`src/hdl/vtp_pkg.sv`:
```
// Constants, types and register map of the video test pattern control.
// Assumes one pixel clock domain shared with the video timing inputs.
package vtp_pkg;

  // ---------------------------------------------------------------------
  // Register indices; byte address is four times the index.
  // ---------------------------------------------------------------------
  localparam logic [7:0] IDX_LOOP = 8'h63;
  localparam logic [7:0] IDX_CTL = 8'h64;
  localparam logic [7:0] IDX_CFG = 8'h65;
  localparam logic [7:0] IDX_RED = 8'h70;
  localparam logic [7:0] IDX_GRN = 8'h71;
  localparam logic [7:0] IDX_BLU = 8'h72;
  localparam logic [7:0] IDX_FTIME = 8'h73;
  localparam logic [7:0] IDX_STAT = 8'h74;

  // ---------------------------------------------------------------------
  // Reset values and field positions.
  // ---------------------------------------------------------------------
  localparam logic [7:0] RST_LOOP = 8'h00;
  localparam logic [7:0] RST_CTL = 8'h10;
  localparam logic [7:0] RST_CFG = 8'h00;
  localparam logic [7:0] RST_LEVEL = 8'h00;
  localparam logic [7:0] RST_FTIME = 8'h1e;
  localparam logic [7:0] CFG_WMASK = 8'h1f;
  localparam int BIT_PWDN = 0;
  localparam int BIT_INV = 1;
  localparam int BIT_ASCRL = 0;

  // ---------------------------------------------------------------------
  // Ramp arithmetic: 256 levels spread over the measured active span.
  // ---------------------------------------------------------------------
  localparam logic [16:0] RAMP_STEP = 17'h00100;
  localparam logic [7:0] LEV_MAX = 8'hff;
  localparam logic [7:0] LEV_MIN = 8'h00;

  // Fixed pattern select codes.
  typedef enum logic [3:0] {
    SEL_RSV_LO = 4'b0000,
    SEL_WHITE = 4'b0001,
    SEL_CUSTOM = 4'b1110,
    SEL_RSV_HI = 4'b1111
  } vtp_sel_t;

  // Pattern source after priority resolution.
  typedef enum logic [1:0] {
    SRC_FIXED = 2'b00,
    SRC_BARS = 2'b01,
    SRC_COMPL = 2'b10,
    SRC_OFF = 2'b11
  } vtp_src_t;

  // Pattern control register layout.
  typedef struct packed {
    logic [3:0] sel;
    logic compl;
    logic bars;
    logic bandRev;
    logic genOn;
  } vtp_ctl_t;

  // One pixel of colour.
  typedef struct packed {
    logic [7:0] r;
    logic [7:0] g;
    logic [7:0] b;
  } vtp_rgb_t;

endpackage

```
`src/hdl/vtp_top.sv`:
```
// Register slave and pattern selection for the video test pattern block.
// Assumes clk is the pixel clock and vidDe/vidVsync come from same-clock
// timing logic, so they pass no synchroniser.
`timescale 1ns/100ps

module vtp_top
  import vtp_pkg::*;
(
  // Clock, reset, enable
  input wire logic clk,
  input wire logic rst_n,
  input wire logic ce,
  // APB slave
  input wire logic psel,
  input wire logic penable,
  input wire logic pwrite,
  input wire logic [11:0] paddr,
  input wire logic [31:0] pwdata,
  output logic [31:0] prdata,
  output logic pready,
  output logic pslverr,
  // Video timing in
  input wire logic vidDe,
  input wire logic vidVsync,
  // Pattern out
  output vtp_rgb_t pixOut,
  output logic pixDe,
  output logic genActive,
  output logic loopDriverPowerdown
);

  // ---------------------------------------------------------------------
  // Registers and decode
  // ---------------------------------------------------------------------
  logic [7:0] loopCtl_ff;
  vtp_ctl_t ctl_ff;
  logic [7:0] cfg_ff;
  logic [7:0] redLev_ff;
  logic [7:0] grnLev_ff;
  logic [7:0] bluLev_ff;
  logic [7:0] frameTime_ff;
  logic [31:0] prdata_ff;
  logic pslverr_ff;
  logic [7:0] idx;
  logic aligned;
  logic wrEn;
  logic rdSetup;
  logic hit;
  logic [31:0] nxt_rdata;
  vtp_src_t srcSel;
  logic [3:0] effSel;

  // Word decode: low address bits must be zero for an aligned word.
  assign idx = paddr[9:2];
  assign aligned = (paddr[1:0] == 2'b00) && (paddr[11:10] == 2'b00);
  assign wrEn = psel && penable && pwrite && ce && hit;
  assign rdSetup = psel && !penable && ce;
  assign pready = ce;
  assign prdata = prdata_ff;
  assign pslverr = pslverr_ff;

  // Read mux; unmapped indices read zero and flag an error.
  always_comb
  begin
    hit = aligned;
    nxt_rdata = 32'h00000000;
    case (idx)
      IDX_LOOP: nxt_rdata[7:0] = loopCtl_ff;
      IDX_CTL: nxt_rdata[7:0] = ctl_ff;
      IDX_CFG: nxt_rdata[7:0] = cfg_ff;
      IDX_RED: nxt_rdata[7:0] = redLev_ff;
      IDX_GRN: nxt_rdata[7:0] = grnLev_ff;
      IDX_BLU: nxt_rdata[7:0] = bluLev_ff;
      IDX_FTIME: nxt_rdata[7:0] = frameTime_ff;
      IDX_STAT: nxt_rdata[7:0] = {1'b0, genActive, srcSel, effSel};
      default: hit = 1'b0;
    endcase
  end

  // Read data and error are set up in the setup cycle, held in access.
  always_ff @(posedge clk)
  begin
    if (!rst_n)
    begin
      prdata_ff <= 32'h00000000;
      pslverr_ff <= 1'b0;
    end
    else if (rdSetup)
    begin
      prdata_ff <= pwrite ? 32'h00000000 : nxt_rdata;
      pslverr_ff <= !hit;
    end
  end

  // Register writes take effect only at the access edge.
  // select resets to one.
  always_ff @(posedge clk)
  begin
    if (!rst_n)
    begin
      loopCtl_ff <= RST_LOOP;
      ctl_ff <= RST_CTL;
      cfg_ff <= RST_CFG;
      redLev_ff <= RST_LEVEL;
      grnLev_ff <= RST_LEVEL;
      bluLev_ff <= RST_LEVEL;
      frameTime_ff <= RST_FTIME;
    end
    else if (wrEn)
    begin
      case (idx)
        IDX_LOOP: loopCtl_ff <= pwdata[7:0];
        IDX_CTL: ctl_ff <= pwdata[7:0];
        IDX_CFG: cfg_ff <= pwdata[7:0] & CFG_WMASK;
        IDX_RED: redLev_ff <= pwdata[7:0];
        IDX_GRN: grnLev_ff <= pwdata[7:0];
        IDX_BLU: bluLev_ff <= pwdata[7:0];
        IDX_FTIME: frameTime_ff <= pwdata[7:0];
        default: loopCtl_ff <= loopCtl_ff;
      endcase
    end
  end

  assign loopDriverPowerdown = loopCtl_ff[BIT_PWDN];
  assign genActive = ctl_ff.genOn;

  // ---------------------------------------------------------------------
  // Active span measurement and ramp levels
  // ---------------------------------------------------------------------
  logic dePrev_ff;
  logic vsPrev_ff;
  logic [11:0] pixCnt_ff;
  logic [11:0] lineCnt_ff;
  logic [11:0] width_ff;
  logic [11:0] height_ff;
  logic [16:0] hAcc_ff;
  logic [16:0] vAcc_ff;
  logic [7:0] hLev_ff;
  logic [7:0] vLev_ff;
  logic lineEnd;
  logic frameStart;
  logic [16:0] hSum;
  logic [16:0] vSum;

  assign lineEnd = dePrev_ff && !vidDe;
  assign frameStart = vidVsync && !vsPrev_ff;
  assign hSum = hAcc_ff + RAMP_STEP;
  assign vSum = vAcc_ff + RAMP_STEP;

  // Edge history of the timing inputs.
  always_ff @(posedge clk)
  begin
    if (!rst_n)
    begin
      dePrev_ff <= 1'b0;
      vsPrev_ff <= 1'b0;
    end
    else if (ce)
    begin
      dePrev_ff <= vidDe;
      vsPrev_ff <= vidVsync;
    end
  end

  // Width and height of the previous line and frame steer the ramps, so
  // the first frame after a timing change shows a distorted ramp.
  always_ff @(posedge clk)
  begin
    if (!rst_n)
    begin
      pixCnt_ff <= 12'h000;
      lineCnt_ff <= 12'h000;
      width_ff <= 12'h000;
      height_ff <= 12'h000;
    end
    else if (ce)
    begin
      pixCnt_ff <= vidDe ? pixCnt_ff + 12'h001 : 12'h000;
      if (lineEnd)
      begin
        width_ff <= pixCnt_ff;
      end
      if (frameStart)
      begin
        height_ff <= lineCnt_ff;
        lineCnt_ff <= 12'h000;
      end
      else if (lineEnd)
      begin
        lineCnt_ff <= lineCnt_ff + 12'h001;
      end
    end
  end

  always_ff @(posedge clk)
  begin
    if (!rst_n)
    begin
      hAcc_ff <= 17'h00000;
      hLev_ff <= LEV_MIN;
    end
    else if (ce)
    begin
      if (!vidDe)
      begin
        hAcc_ff <= 17'h00000;
        hLev_ff <= LEV_MIN;
      end
      else if (hSum >= {5'h00, width_ff} && hLev_ff != LEV_MAX)
      begin
        hAcc_ff <= hSum - {5'h00, width_ff};
        hLev_ff <= hLev_ff + 8'h01;
      end
      else if (hLev_ff != LEV_MAX)
      begin
        hAcc_ff <= hSum;
      end
    end
  end

  always_ff @(posedge clk)
  begin
    if (!rst_n)
    begin
      vAcc_ff <= 17'h00000;
      vLev_ff <= LEV_MIN;
    end
    else if (ce)
    begin
      if (frameStart)
      begin
        vAcc_ff <= 17'h00000;
        vLev_ff <= LEV_MIN;
      end
      else if (lineEnd && vLev_ff != LEV_MAX)
      begin
        if (vSum >= {5'h00, height_ff})
        begin
          vAcc_ff <= vSum - {5'h00, height_ff};
          vLev_ff <= vLev_ff + 8'h01;
        end
        else
        begin
          vAcc_ff <= vSum;
        end
      end
    end
  end

  // ---------------------------------------------------------------------
  // Auto scroll
  // ---------------------------------------------------------------------
  logic [3:0] scrollSel_ff;
  logic [7:0] frameCnt_ff;
  logic autoScroll;

  assign autoScroll = cfg_ff[BIT_ASCRL];

  // advance after the frame count, skipping reserved codes.
  always_ff @(posedge clk)
  begin
    if (!rst_n)
    begin
      scrollSel_ff <= SEL_WHITE;
      frameCnt_ff <= 8'h00;
    end
    else if (ce)
    begin
      if (!autoScroll)
      begin
        scrollSel_ff <= ctl_ff.sel;
        frameCnt_ff <= 8'h00;
      end
      else if (frameStart)
      begin
        if (frameCnt_ff + 8'h01 >= frameTime_ff)
        begin
          frameCnt_ff <= 8'h00;
          scrollSel_ff <= (scrollSel_ff >= SEL_CUSTOM) ? SEL_WHITE
                          : scrollSel_ff + 4'h1;
        end
        else
        begin
          frameCnt_ff <= frameCnt_ff + 8'h01;
        end
      end
    end
  end

  assign effSel = autoScroll ? scrollSel_ff : ctl_ff.sel;

  // ---------------------------------------------------------------------
  // Pattern source and colour
  // ---------------------------------------------------------------------
  vtp_rgb_t raw;
  vtp_rgb_t pix_ff;
  logic de_ff;

  // Colour from an {r,g,b} mask and a level.
  function automatic vtp_rgb_t vtp_mask(input logic [2:0] m,
                                        input logic [7:0] l);
    vtp_mask = {m[2] ? l : 8'h00, m[1] ? l : 8'h00, m[0] ? l : 8'h00};
  endfunction

  always_comb
  begin
    if (!ctl_ff.genOn)
      srcSel = SRC_OFF;
    else if (ctl_ff.compl)
      srcSel = SRC_COMPL;
    else if (ctl_ff.bars)
      srcSel = SRC_BARS;
    else
      srcSel = SRC_FIXED;
  end

  // Colour for the current pixel of the chosen source.
  always_comb
  begin
    raw = '0;
    case (srcSel)
      SRC_COMPL:
      begin
        case ({vLev_ff[7], hLev_ff[7]})
          2'b00: raw = vtp_mask(ctl_ff.bandRev ? 3'b001 : 3'b110, LEV_MAX);
          2'b01: raw = vtp_mask(3'b011, LEV_MAX);
          2'b10: raw = vtp_mask(ctl_ff.bandRev ? 3'b110 : 3'b001, LEV_MAX);
          default: raw = vtp_mask(3'b100, LEV_MAX);
        endcase
      end
      SRC_BARS:
      begin
        case (hLev_ff[7:5])
          3'h0: raw = vtp_mask(3'b111, LEV_MAX);
          3'h1: raw = vtp_mask(3'b110, LEV_MAX);
          3'h2: raw = vtp_mask(3'b011, LEV_MAX);
          3'h3: raw = vtp_mask(3'b010, LEV_MAX);
          3'h4: raw = vtp_mask(3'b101, LEV_MAX);
          3'h5: raw = vtp_mask(3'b100, LEV_MAX);
          3'h6: raw = vtp_mask(3'b001, LEV_MAX);
          default: raw = vtp_mask(3'b000, LEV_MAX);
        endcase
      end
      SRC_FIXED:
      begin
        case (effSel)
          4'h1: raw = vtp_mask(3'b111, LEV_MAX);
          4'h2: raw = vtp_mask(3'b000, LEV_MAX);
          4'h3: raw = vtp_mask(3'b100, LEV_MAX);
          4'h4: raw = vtp_mask(3'b010, LEV_MAX);
          4'h5: raw = vtp_mask(3'b001, LEV_MAX);
          4'h6: raw = vtp_mask(3'b111, hLev_ff);
          4'h7: raw = vtp_mask(3'b100, hLev_ff);
          4'h8: raw = vtp_mask(3'b010, hLev_ff);
          4'h9: raw = vtp_mask(3'b001, hLev_ff);
          4'ha: raw = vtp_mask(3'b111, vLev_ff);
          4'hb: raw = vtp_mask(3'b100, vLev_ff);
          4'hc: raw = vtp_mask(3'b010, vLev_ff);
          4'hd: raw = vtp_mask(3'b001, vLev_ff);
          4'he: raw = {redLev_ff, grnLev_ff, bluLev_ff};
          // Reserved codes show black.
          default: raw = '0;
        endcase
      end
      default: raw = '0;
    endcase
  end

  // invert the whole output; an idle generator shows black.
  always_ff @(posedge clk)
  begin
    if (!rst_n)
    begin
      pix_ff <= '0;
      de_ff <= 1'b0;
    end
    else if (ce)
    begin
      pix_ff <= (srcSel == SRC_OFF) ? '0
                : (cfg_ff[BIT_INV] ? ~raw : raw);
      de_ff <= vidDe;
    end
  end

  assign pixOut = pix_ff;
  assign pixDe = de_ff;

  // ---------------------------------------------------------------------
  // Checks
  // ---------------------------------------------------------------------
  a_pwdn_write: assert property (@(posedge clk) disable iff (!rst_n)
    wrEn && idx == IDX_LOOP |=> loopDriverPowerdown == $past(pwdata[0]))
    else $error("power down bit not taken");
  a_gen_switch: assert property (@(posedge clk) disable iff (!rst_n)
    wrEn && idx == IDX_CTL |=> genActive == $past(pwdata[0]))
    else $error("generator switch not taken");
  a_sel_reset: assert property (@(posedge clk)
    !rst_n |=> ctl_ff.sel == 4'h1)
    else $error("select field reset wrong");
  a_compl_first: assert property (@(posedge clk) disable iff (!rst_n)
    ctl_ff.genOn && ctl_ff.compl |-> srcSel == SRC_COMPL)
    else $error("compliance not selected");
  a_bars_next: assert property (@(posedge clk) disable iff (!rst_n)
    ctl_ff.genOn && !ctl_ff.compl && ctl_ff.bars |-> srcSel == SRC_BARS)
    else $error("bars priority wrong");
  a_scroll_sel: assert property (@(posedge clk) disable iff (!rst_n)
    autoScroll |-> effSel == scrollSel_ff)
    else $error("scroll not overriding select");
  a_scroll_hold: assert property (@(posedge clk) disable iff (!rst_n)
    autoScroll && !frameStart && ce |=> $stable(scrollSel_ff))
    else $error("scroll moved between frames");
  a_invert_out: assert property (@(posedge clk) disable iff (!rst_n)
    ce && srcSel != SRC_OFF && cfg_ff[BIT_INV] |=> pixOut == ~$past(raw))
    else $error("output not inverted");
  a_white_solid: assert property (@(posedge clk) disable iff (!rst_n)
    ce && srcSel == SRC_FIXED && effSel == 4'h1 && !cfg_ff[BIT_INV]
    |=> pixOut == 24'hffffff)
    else $error("white solid wrong");
  a_ramp_start: assert property (@(posedge clk) disable iff (!rst_n)
    ce && !vidDe |=> hLev_ff == LEV_MIN)
    else $error("horizontal ramp not restarted");

  c_bars_on: cover property (@(posedge clk) srcSel == SRC_BARS && vidDe);
  c_scroll_step: cover property (@(posedge clk)
    autoScroll && frameStart ##1 $changed(scrollSel_ff));
  c_ramp_top: cover property (@(posedge clk) hLev_ff == LEV_MAX);

endmodule // vtp_top

```
`config.mk`:
```
export PLATFORM = sky130hd
export DESIGN_NAME = vtp_top
export DESIGN_NICKNAME = d
export VERILOG_FILES = /design/src/hdl/vtp_pkg.sv /design/src/hdl/vtp_top.sv
export SDC_FILE = /design/constraint.sdc
export NUM_CORES = 1
export LEC_CHECK = 0
export BUFFER_PORTS_ARGS = -buffer_cell sky130_fd_sc_hd__buf_2
export CORE_AREA = 8 8 161 163
export CTS_CLUSTER_SIZE = 14
export DETAILED_ROUTE_END_ITERATION = 8
export DIE_AREA = 0 0 169 171
export PLACE_DENSITY = 0.69
export SYNTH_ARGS = -nofsm -noshare
export SYNTH_HDL_FRONTEND = slang
export SYNTH_SLANG_ARGS = --single-unit
```
`constraint.sdc`:
```
create_clock -name clk -period 2.8 [get_ports clk]
set_clock_uncertainty 0.05 [all_clocks]
set_input_delay 0.14 -clock clk [delete_from_list [all_inputs] [get_ports clk]]
set_output_delay 0.14 -clock clk [all_outputs]
set_load 0.05 [all_outputs]
```
; Word-level counts from Yosys, hierarchy flattened
; Index checks and enable logic that the tools add are counted.
[totals]
ff_bits = 222
input_bits = 52
[classes]
addsub = 10
order_cmp = 4
eq_ne = 38
mux = 42
bitwise_logic = 1
reduce_logical = 40
[ops]
columns = operator, count
row1 = $pmux W24 S13, 1
row2 = $pmux W24 S7, 1
row3 = $pmux W24 S3, 2
row4 = $mux W8, 15
row5 = $mux W17, 6
row6 = $eq A8 B7 Y1 const B, 8
row7 = $pmux W8 S8, 1
row8 = $mux W24, 2
row9 = $mux W12, 3
row10 = $add A17 B9 Y17 const B, 2
row11 = $ge A17 B12 Y1, 2
row12 = $sub A17 B12 Y17, 2
row13 = $eq A4 B4 Y1 const B, 7
row14 = $reduce_and A2 Y1, 14
row15 = $add A12 B1 Y12 const B, 2
row16 = $add A8 B1 Y8 const B, 3
row17 = $not A24 Y24, 1
row18 = $mux W4, 5
row19 = $eq A4 B3 Y1 const B, 4
row20 = $ne A8 B8 Y1 const B, 2
row21 = $logic_and A1 B1 Y1, 11
row22 = $eq A3 B3 Y1 const B, 3
row23 = $ge A8 B8 Y1, 1
row24 = $logic_not A2 Y1, 4
row25 = other kinds (18), 33

; Logic depth before layout (Yosys ltp)
[depth]
depth_word = 8
depth_mapped = 14
mapped_depth_nobuf = 13

; Worst setup path after synthesis
; Ideal clock, no wire load.
[synth_path]
path_kind = register -> register
start = reg hAcc_ff[8]
end = reg hAcc_ff[14]
setup_ns = 0.115
t_arrival_ns = 2.795
t_required_ns = 2.635
path_slack_ns = -0.160
stages_incl_launch_ff = 14
path_buffers = 1
synth_period_minus_slack_ns = 2.960
path_cell_list = dfxtp_1 -> ha_1 -> buf_2 -> xor2_1 -> ha_1 -> a21oi_1 -> o22ai_1 -> or3_1 -> a221oi_4 -> a2111oi_4 -> and2_1 -> o31ai_2 -> o211ai_1 -> nor2b_1
[synth_via]
elab_chain_len = 5
elab_cells_between_ends = 9
[synth_lines]
columns = element, line
row1 = start: declaration, vtp_top.sv:136  ; logic [16:0] hAcc_ff;
row2 = start signal: assignment, vtp_top.sv:211  ; hAcc_ff <= hSum - {5'h00, width_ff};
row3 = start signal: assignment, vtp_top.sv:216  ; hAcc_ff <= hSum;
row4 = $add A17 B9 Y17 (*), vtp_top.sv:147  ; assign hSum = hAcc_ff + RAMP_STEP;
row5 = $ge A17 B12 Y1, vtp_top.sv:209  ; else if (hSum >= {5'h00, width_ff} && hLev_ff != LEV_MAX)
row6 = $logic_and A1 B1 Y1, vtp_top.sv:209
row7 = $ne A3 B1 Y1 (no source line) / $mux W17 (equally long branches), -
row8 = $reduce_and A2 Y1 (no source line) / $mux W17 (equally long branches), -
; Every way passes the cells marked *; elsewhere a longest branch is shown, timed or not. The select of a mux whose other input is x is not followed.
; A chain may end at the register's enable or synchronous reset.

; Worst setup path in the final report
[layout_path]
start = reg hAcc_ff[8]
end = reg hAcc_ff[15]
; Same word-level chain as after synthesis.

==> flow_summary.rst <==
.. list-table::
   :header-rows: 1

   * - Metric
     - Value
   * - Result of the run
     - finished, violations left
   * - Violated checks
     - negative setup slack
   * - Max_cap viols
     - 0
   * - RSZ-0062 raised after global routing
     - true
   * - Internal power component
     - 0.004765 W
   * - Number of placed cells counting well taps
     - 1819
   * - Worst vdd ir
     - 288.2 uV
   * - Worst-path clk slew
     - 70 ps
   * - Critical Path Source Type
     - flop
   * - Warnings, synthesis
     - 0
   * - Die span in y
     - 171 um
   * - Source of the worst hold timing path
     - ce
   * - Post-layout util
     - 0.5896
   * - Number of hold violations in the final report
     - 0
   * - Net switching component of the power
     - 0.001839 W
   * - Wire length after detailed routing
     - 30.91 mm
   * - Main flop type after synthesis
     - sky130_fd_sc_hd__dfxtp_1
   * - Wire length of the first global-routing pass
     - 49.59 mm
   * - Commonest cells after routing, fill and taps aside
     - sky130_fd_sc_hd__dfxtp_1 (192), sky130_fd_sc_hd__nand2_1 (179), sky130_fd_sc_hd__nor2_1 (148)
   * - Number of cells on the worst hold path
     - 3
   * - Element type at the critical path end
     - flop
   * - Launching point of the worst reg2reg path
     - hAcc_ff[8]
   * - Post-detailed-placement half-perimeter wirelength
     - 22.48 mm
   * - Iter 0 DRT Violations
     - 1110
   * - Antenna viol nets, final
     - 0
   * - Port buffer count
     - 64
   * - Sink count of the clock tree
     - 198
   * - DIE WIDTH
     - 169 um
   * - Clock tree from TritonCTS
     - done
   * - H-tree levels
     - 4
   * - CTS root buffer
     - sky130_fd_sc_hd__clkbuf_16
   * - Number of standard cells in the final layout excluding fillers
     - 1866
   * - Starting density of the core
     - 0.4913
   * - Depth of the worst register-to-register path
     - 13
   * - LEAKAGE
     - 5.709 nW
   * - DRC
     - 0
   * - Critical Path Most Common Cell
     - sky130_fd_sc_hd__ha_4
   * - Growth of design area from synthesis to finish
     - 19.99%
   * - Final Max Slew Viols
     - 0
   * - Slew at the pin with the worst max-slew slack
     - 753.8 ps
   * - Largest driver fanout on the critical path
     - 7
   * - Die Area
     - 0.02890 mm^2
   * - Routed wire length per instance
     - 16.56 um
   * - Tot GR Track Use
     - 0.2066
   * - Largest incremental delay on the critical path
     - 380 ps
   * - Gp weighted congestion
     - 0.9455
   * - Number of global-route vias before repair
     - 9830
   * - Register area share after synthesis
     - 0.3468
   * - Diodes inserted
     - 0
   * - Maximum clock insertion buffer count
     - 2
   * - Capturing point of the worst reg2reg path
     - hAcc_ff[15]
   * - Critical-path top delay cell
     - sky130_fd_sc_hd__dfxtp_4
   * - Timing-limited maximum frequency
     - 0.3369 GHz
   * - Final number of setup-violating endpoints
     - 21
   * - Worst min-delay path endpoint
     - pixDe
   * - First-pass iteration count of the detailed router
     - 5
   * - R2r setup slk
     - -170 ps
   * - TritonCTS Buffers
     - 17
   * - Power density over cell area
     - 481.5 mW/mm^2
   * - Max_slew headroom
     - 0.4922
   * - Clock network fraction of total power
     - 0.391
   * - Final worst path period share
     - 1.060
   * - Pin count of the biggest net entering global routing
     - 58
   * - Post-synth cell types
     - 83
   * - Antenna violations before repair
     - 0
   * - Crit path buffers/inverters
     - 1
   * - Clock latency reported for the late side of the worst-skew pair
     - 440 ps
   * - Routed via count divided by cell count
     - 5.698
   * - Mean instance size in the synthesized netlist
     - 8.129 um^2
   * - IO Pins
     - 113
   * - Grt ovf
     - 0
   * - Ordered cell list for the critical path
     - ha_4 > xor2_4 > ha_4 > a21oi_4 > o22ai_2 > or3_4 > a221oi_4 > buf_4 > a21o_4 > a211o_4 > mux2i_2 > o211ai_1 > a21boi_2
   * - Synth async-reset ratio
     - 0
   * - Critical path data arrival time
     - 3240 ps
   * - EDFF count, synth
     - 0
   * - Switching power share of the total
     - 0.2785
   * - Portion of total power attributed to sequential cells
     - 0.441
   * - Part of the power in combinational logic
     - 0.168
   * - CP Data Required Time
     - 3080 ps
   * - Via Count
     - 10632
   * - Flop and latch count out of synthesis
     - 198
   * - Most frequent standard cell in the layout excluding fill and tap cells
     - sky130_fd_sc_hd__dfxtp_1
   * - Critical path class
     - flop to flop
   * - Final Worst Setup Slack
     - -168.6 ps
   * - Tightest Hold Check Type
     - input port to flop
   * - Cells after Synth
     - 1406
   * - Fraction of final layout cells sized beyond drive strength 1
     - 0.2069
   * - Final net count
     - 1630
   * - Floorplan Core Area
     - 0.02326 mm^2
   * - CP delay by family, top
     - compound AO/OA/AOI/OAI gates
   * - Site Rows
     - 56
   * - Final critical delay including setup and external delays
     - 2969 ps
   * - Cell area after synthesis
     - 0.01143 mm^2
==> cells by family (layout without fill, tap and decap cells) <==
| kind of cell | Yosys count | in the layout | share of synthesized area |
|---|---|---|---|
| AND/OR/NAND/NOR | 530 | 530 | 0.2177 |
| AO/OA/AOI/OAI | 355 | 355 | 0.2060 |
| flip-flops | 198 | 198 | 0.3468 |
| buffers and inverters | 140 | 258 | 0.05758 |
| XOR/XNOR | 73 | 73 | 0.05594 |
| multiplexers | 66 | 66 | 0.06721 |
| adder cells (fa/ha/maj) | 43 | 43 | 0.04839 |
| other | 1 | 24 | 0.0003281 |
==> worst min-delay path: cells and delay by family <==
family | cells | cell delay [ps]
simple gates | 2 | 150
buf+inv | 1 | 160
==> power by group through the flow <==
stage                     Sequential, W  Combinational, W  Clock [W]
after global placement          0.00297          0.000929          0
after CTS                       0.00291          0.000996    0.00264
final                           0.00291           0.00111    0.00258
after floorplan                 0.00296          0.000696          0
after global routing            0.00292           0.00120    0.00275
after detailed placement        0.00297          0.000940          0
==> cell usage after synthesis, types with 13 or more instances <==
cell,n,area [um^2]
sky130_fd_sc_hd__a21oi_1,102,510.5
sky130_fd_sc_hd__a22o_1,23,201.4
sky130_fd_sc_hd__a22oi_1,34,255.2
sky130_fd_sc_hd__a31oi_1,13,81.33
sky130_fd_sc_hd__and3_1,24,150.1
sky130_fd_sc_hd__buf_2,13,65.06
sky130_fd_sc_hd__buf_4,25,187.7
sky130_fd_sc_hd__clkbuf_1,46,172.7
sky130_fd_sc_hd__dfxtp_1,198,3964
sky130_fd_sc_hd__ha_1,41,513.0
sky130_fd_sc_hd__inv_1,46,172.7
sky130_fd_sc_hd__mux2i_1,54,540.5
sky130_fd_sc_hd__nand2_1,190,713.2
sky130_fd_sc_hd__nand2b_1,14,87.58
sky130_fd_sc_hd__nand3_1,45,225.2
sky130_fd_sc_hd__nand4_1,14,87.58
sky130_fd_sc_hd__nor2_1,148,555.5
sky130_fd_sc_hd__nor3_1,23,115.1
sky130_fd_sc_hd__o211ai_1,16,120.1
sky130_fd_sc_hd__o21ai_0,73,365.4
sky130_fd_sc_hd__o21ai_1,14,70.07
sky130_fd_sc_hd__or3_1,15,93.84
sky130_fd_sc_hd__xnor2_1,29,254.0
sky130_fd_sc_hd__xor2_1,44,385.4
==> worst max-delay path by stage <==
| stage | start | endpoint | slack, ps | cells past startpoint |
|---|---|---|---|---|
| 6_report | hAcc_ff[8] | hAcc_ff[15] | -170 | 13 |
| 5_1_grt | hAcc_ff[8] | hAcc_ff[15] | -270 | 13 |
| 4_1_cts | hAcc_ff[8] | hLev_ff[7] | -120 | 13 |
| 3_5_place_dp | hAcc_ff[8] | hAcc_ff[12] | -150 | 12 |
| 3_3_place_gp | hAcc_ff[0] | hAcc_ff[12] | -50 | 14 |
| 2_1_floorplan | hAcc_ff[8] | hAcc_ff[14] | -90 | 13 |
==> registers in the layout (all words and copies together), names as in the netlist, 12 cells and up <==
name,flops
vAcc_ff,17
pixOut,24
height_ff,12
hAcc_ff,17
width_ff,12
lineCnt_ff,12
pixCnt_ff,12
==> layer usage <==
metal / wire length [um] / track usage / part of all wire / up-vias
li1: - / - / - / 5205
met1: 14040 / 0.2817 / 0.45 / 5035
met2: 14370 / 0.3336 / 0.47 / 342
met3: 1980 / 0.03180 / 0.064 / 50
met4: 510 / 0.06041 / 0.017 / 0
met5: 0 / 0 / 0 / -
==> what timing repair did <==
action,4_1_cts,5_1_grt
pin swaps,6,32
setup buffers,4,8
hold endpoints to repair,13,0
endpoints found under the setup margin,32,79
hold buffers,4,0
gates resized for setup,10,80
==> through the flow <==
| stage | setup slack (ps) | total power [W] | cell area (um^2) | setup TNS, ps | hold slack (ps) |
|---|---|---|---|---|---|
| 2_1_floorplan | -89.14 | 0.003656 | 11580 | -212.5 | 215.1 |
| 3_3_place_gp | -51.59 | 0.003898 | 12600 | -182.2 | 364.6 |
| 3_5_place_dp | -152.9 | 0.003911 | 12600 | -1902 | 371.4 |
| 4_1_cts | -123.0 | 0.006542 | 13330 | -645.5 | 0.5241 |
| 5_1_grt | -266.7 | 0.006869 | 13710 | -3599 | 15.91 |
| 6_report | -168.6 | 0.006604 | 13710 | -1222 | 13.14 |
==> final cells by class <==
class | instances | area (um^2)
clock buffer | 17 | 425.4
clock inverter | 14 | 195.2
fill | 2090 | 9548
inverter | 48 | 181.4
multi-input combinational | 1091 | 7271
sequential | 198 | 3984
tap | 319 | 399.1
timing repair buffer | 179 | 1259
Note: power is estimated with default switching activity, not from simulation.
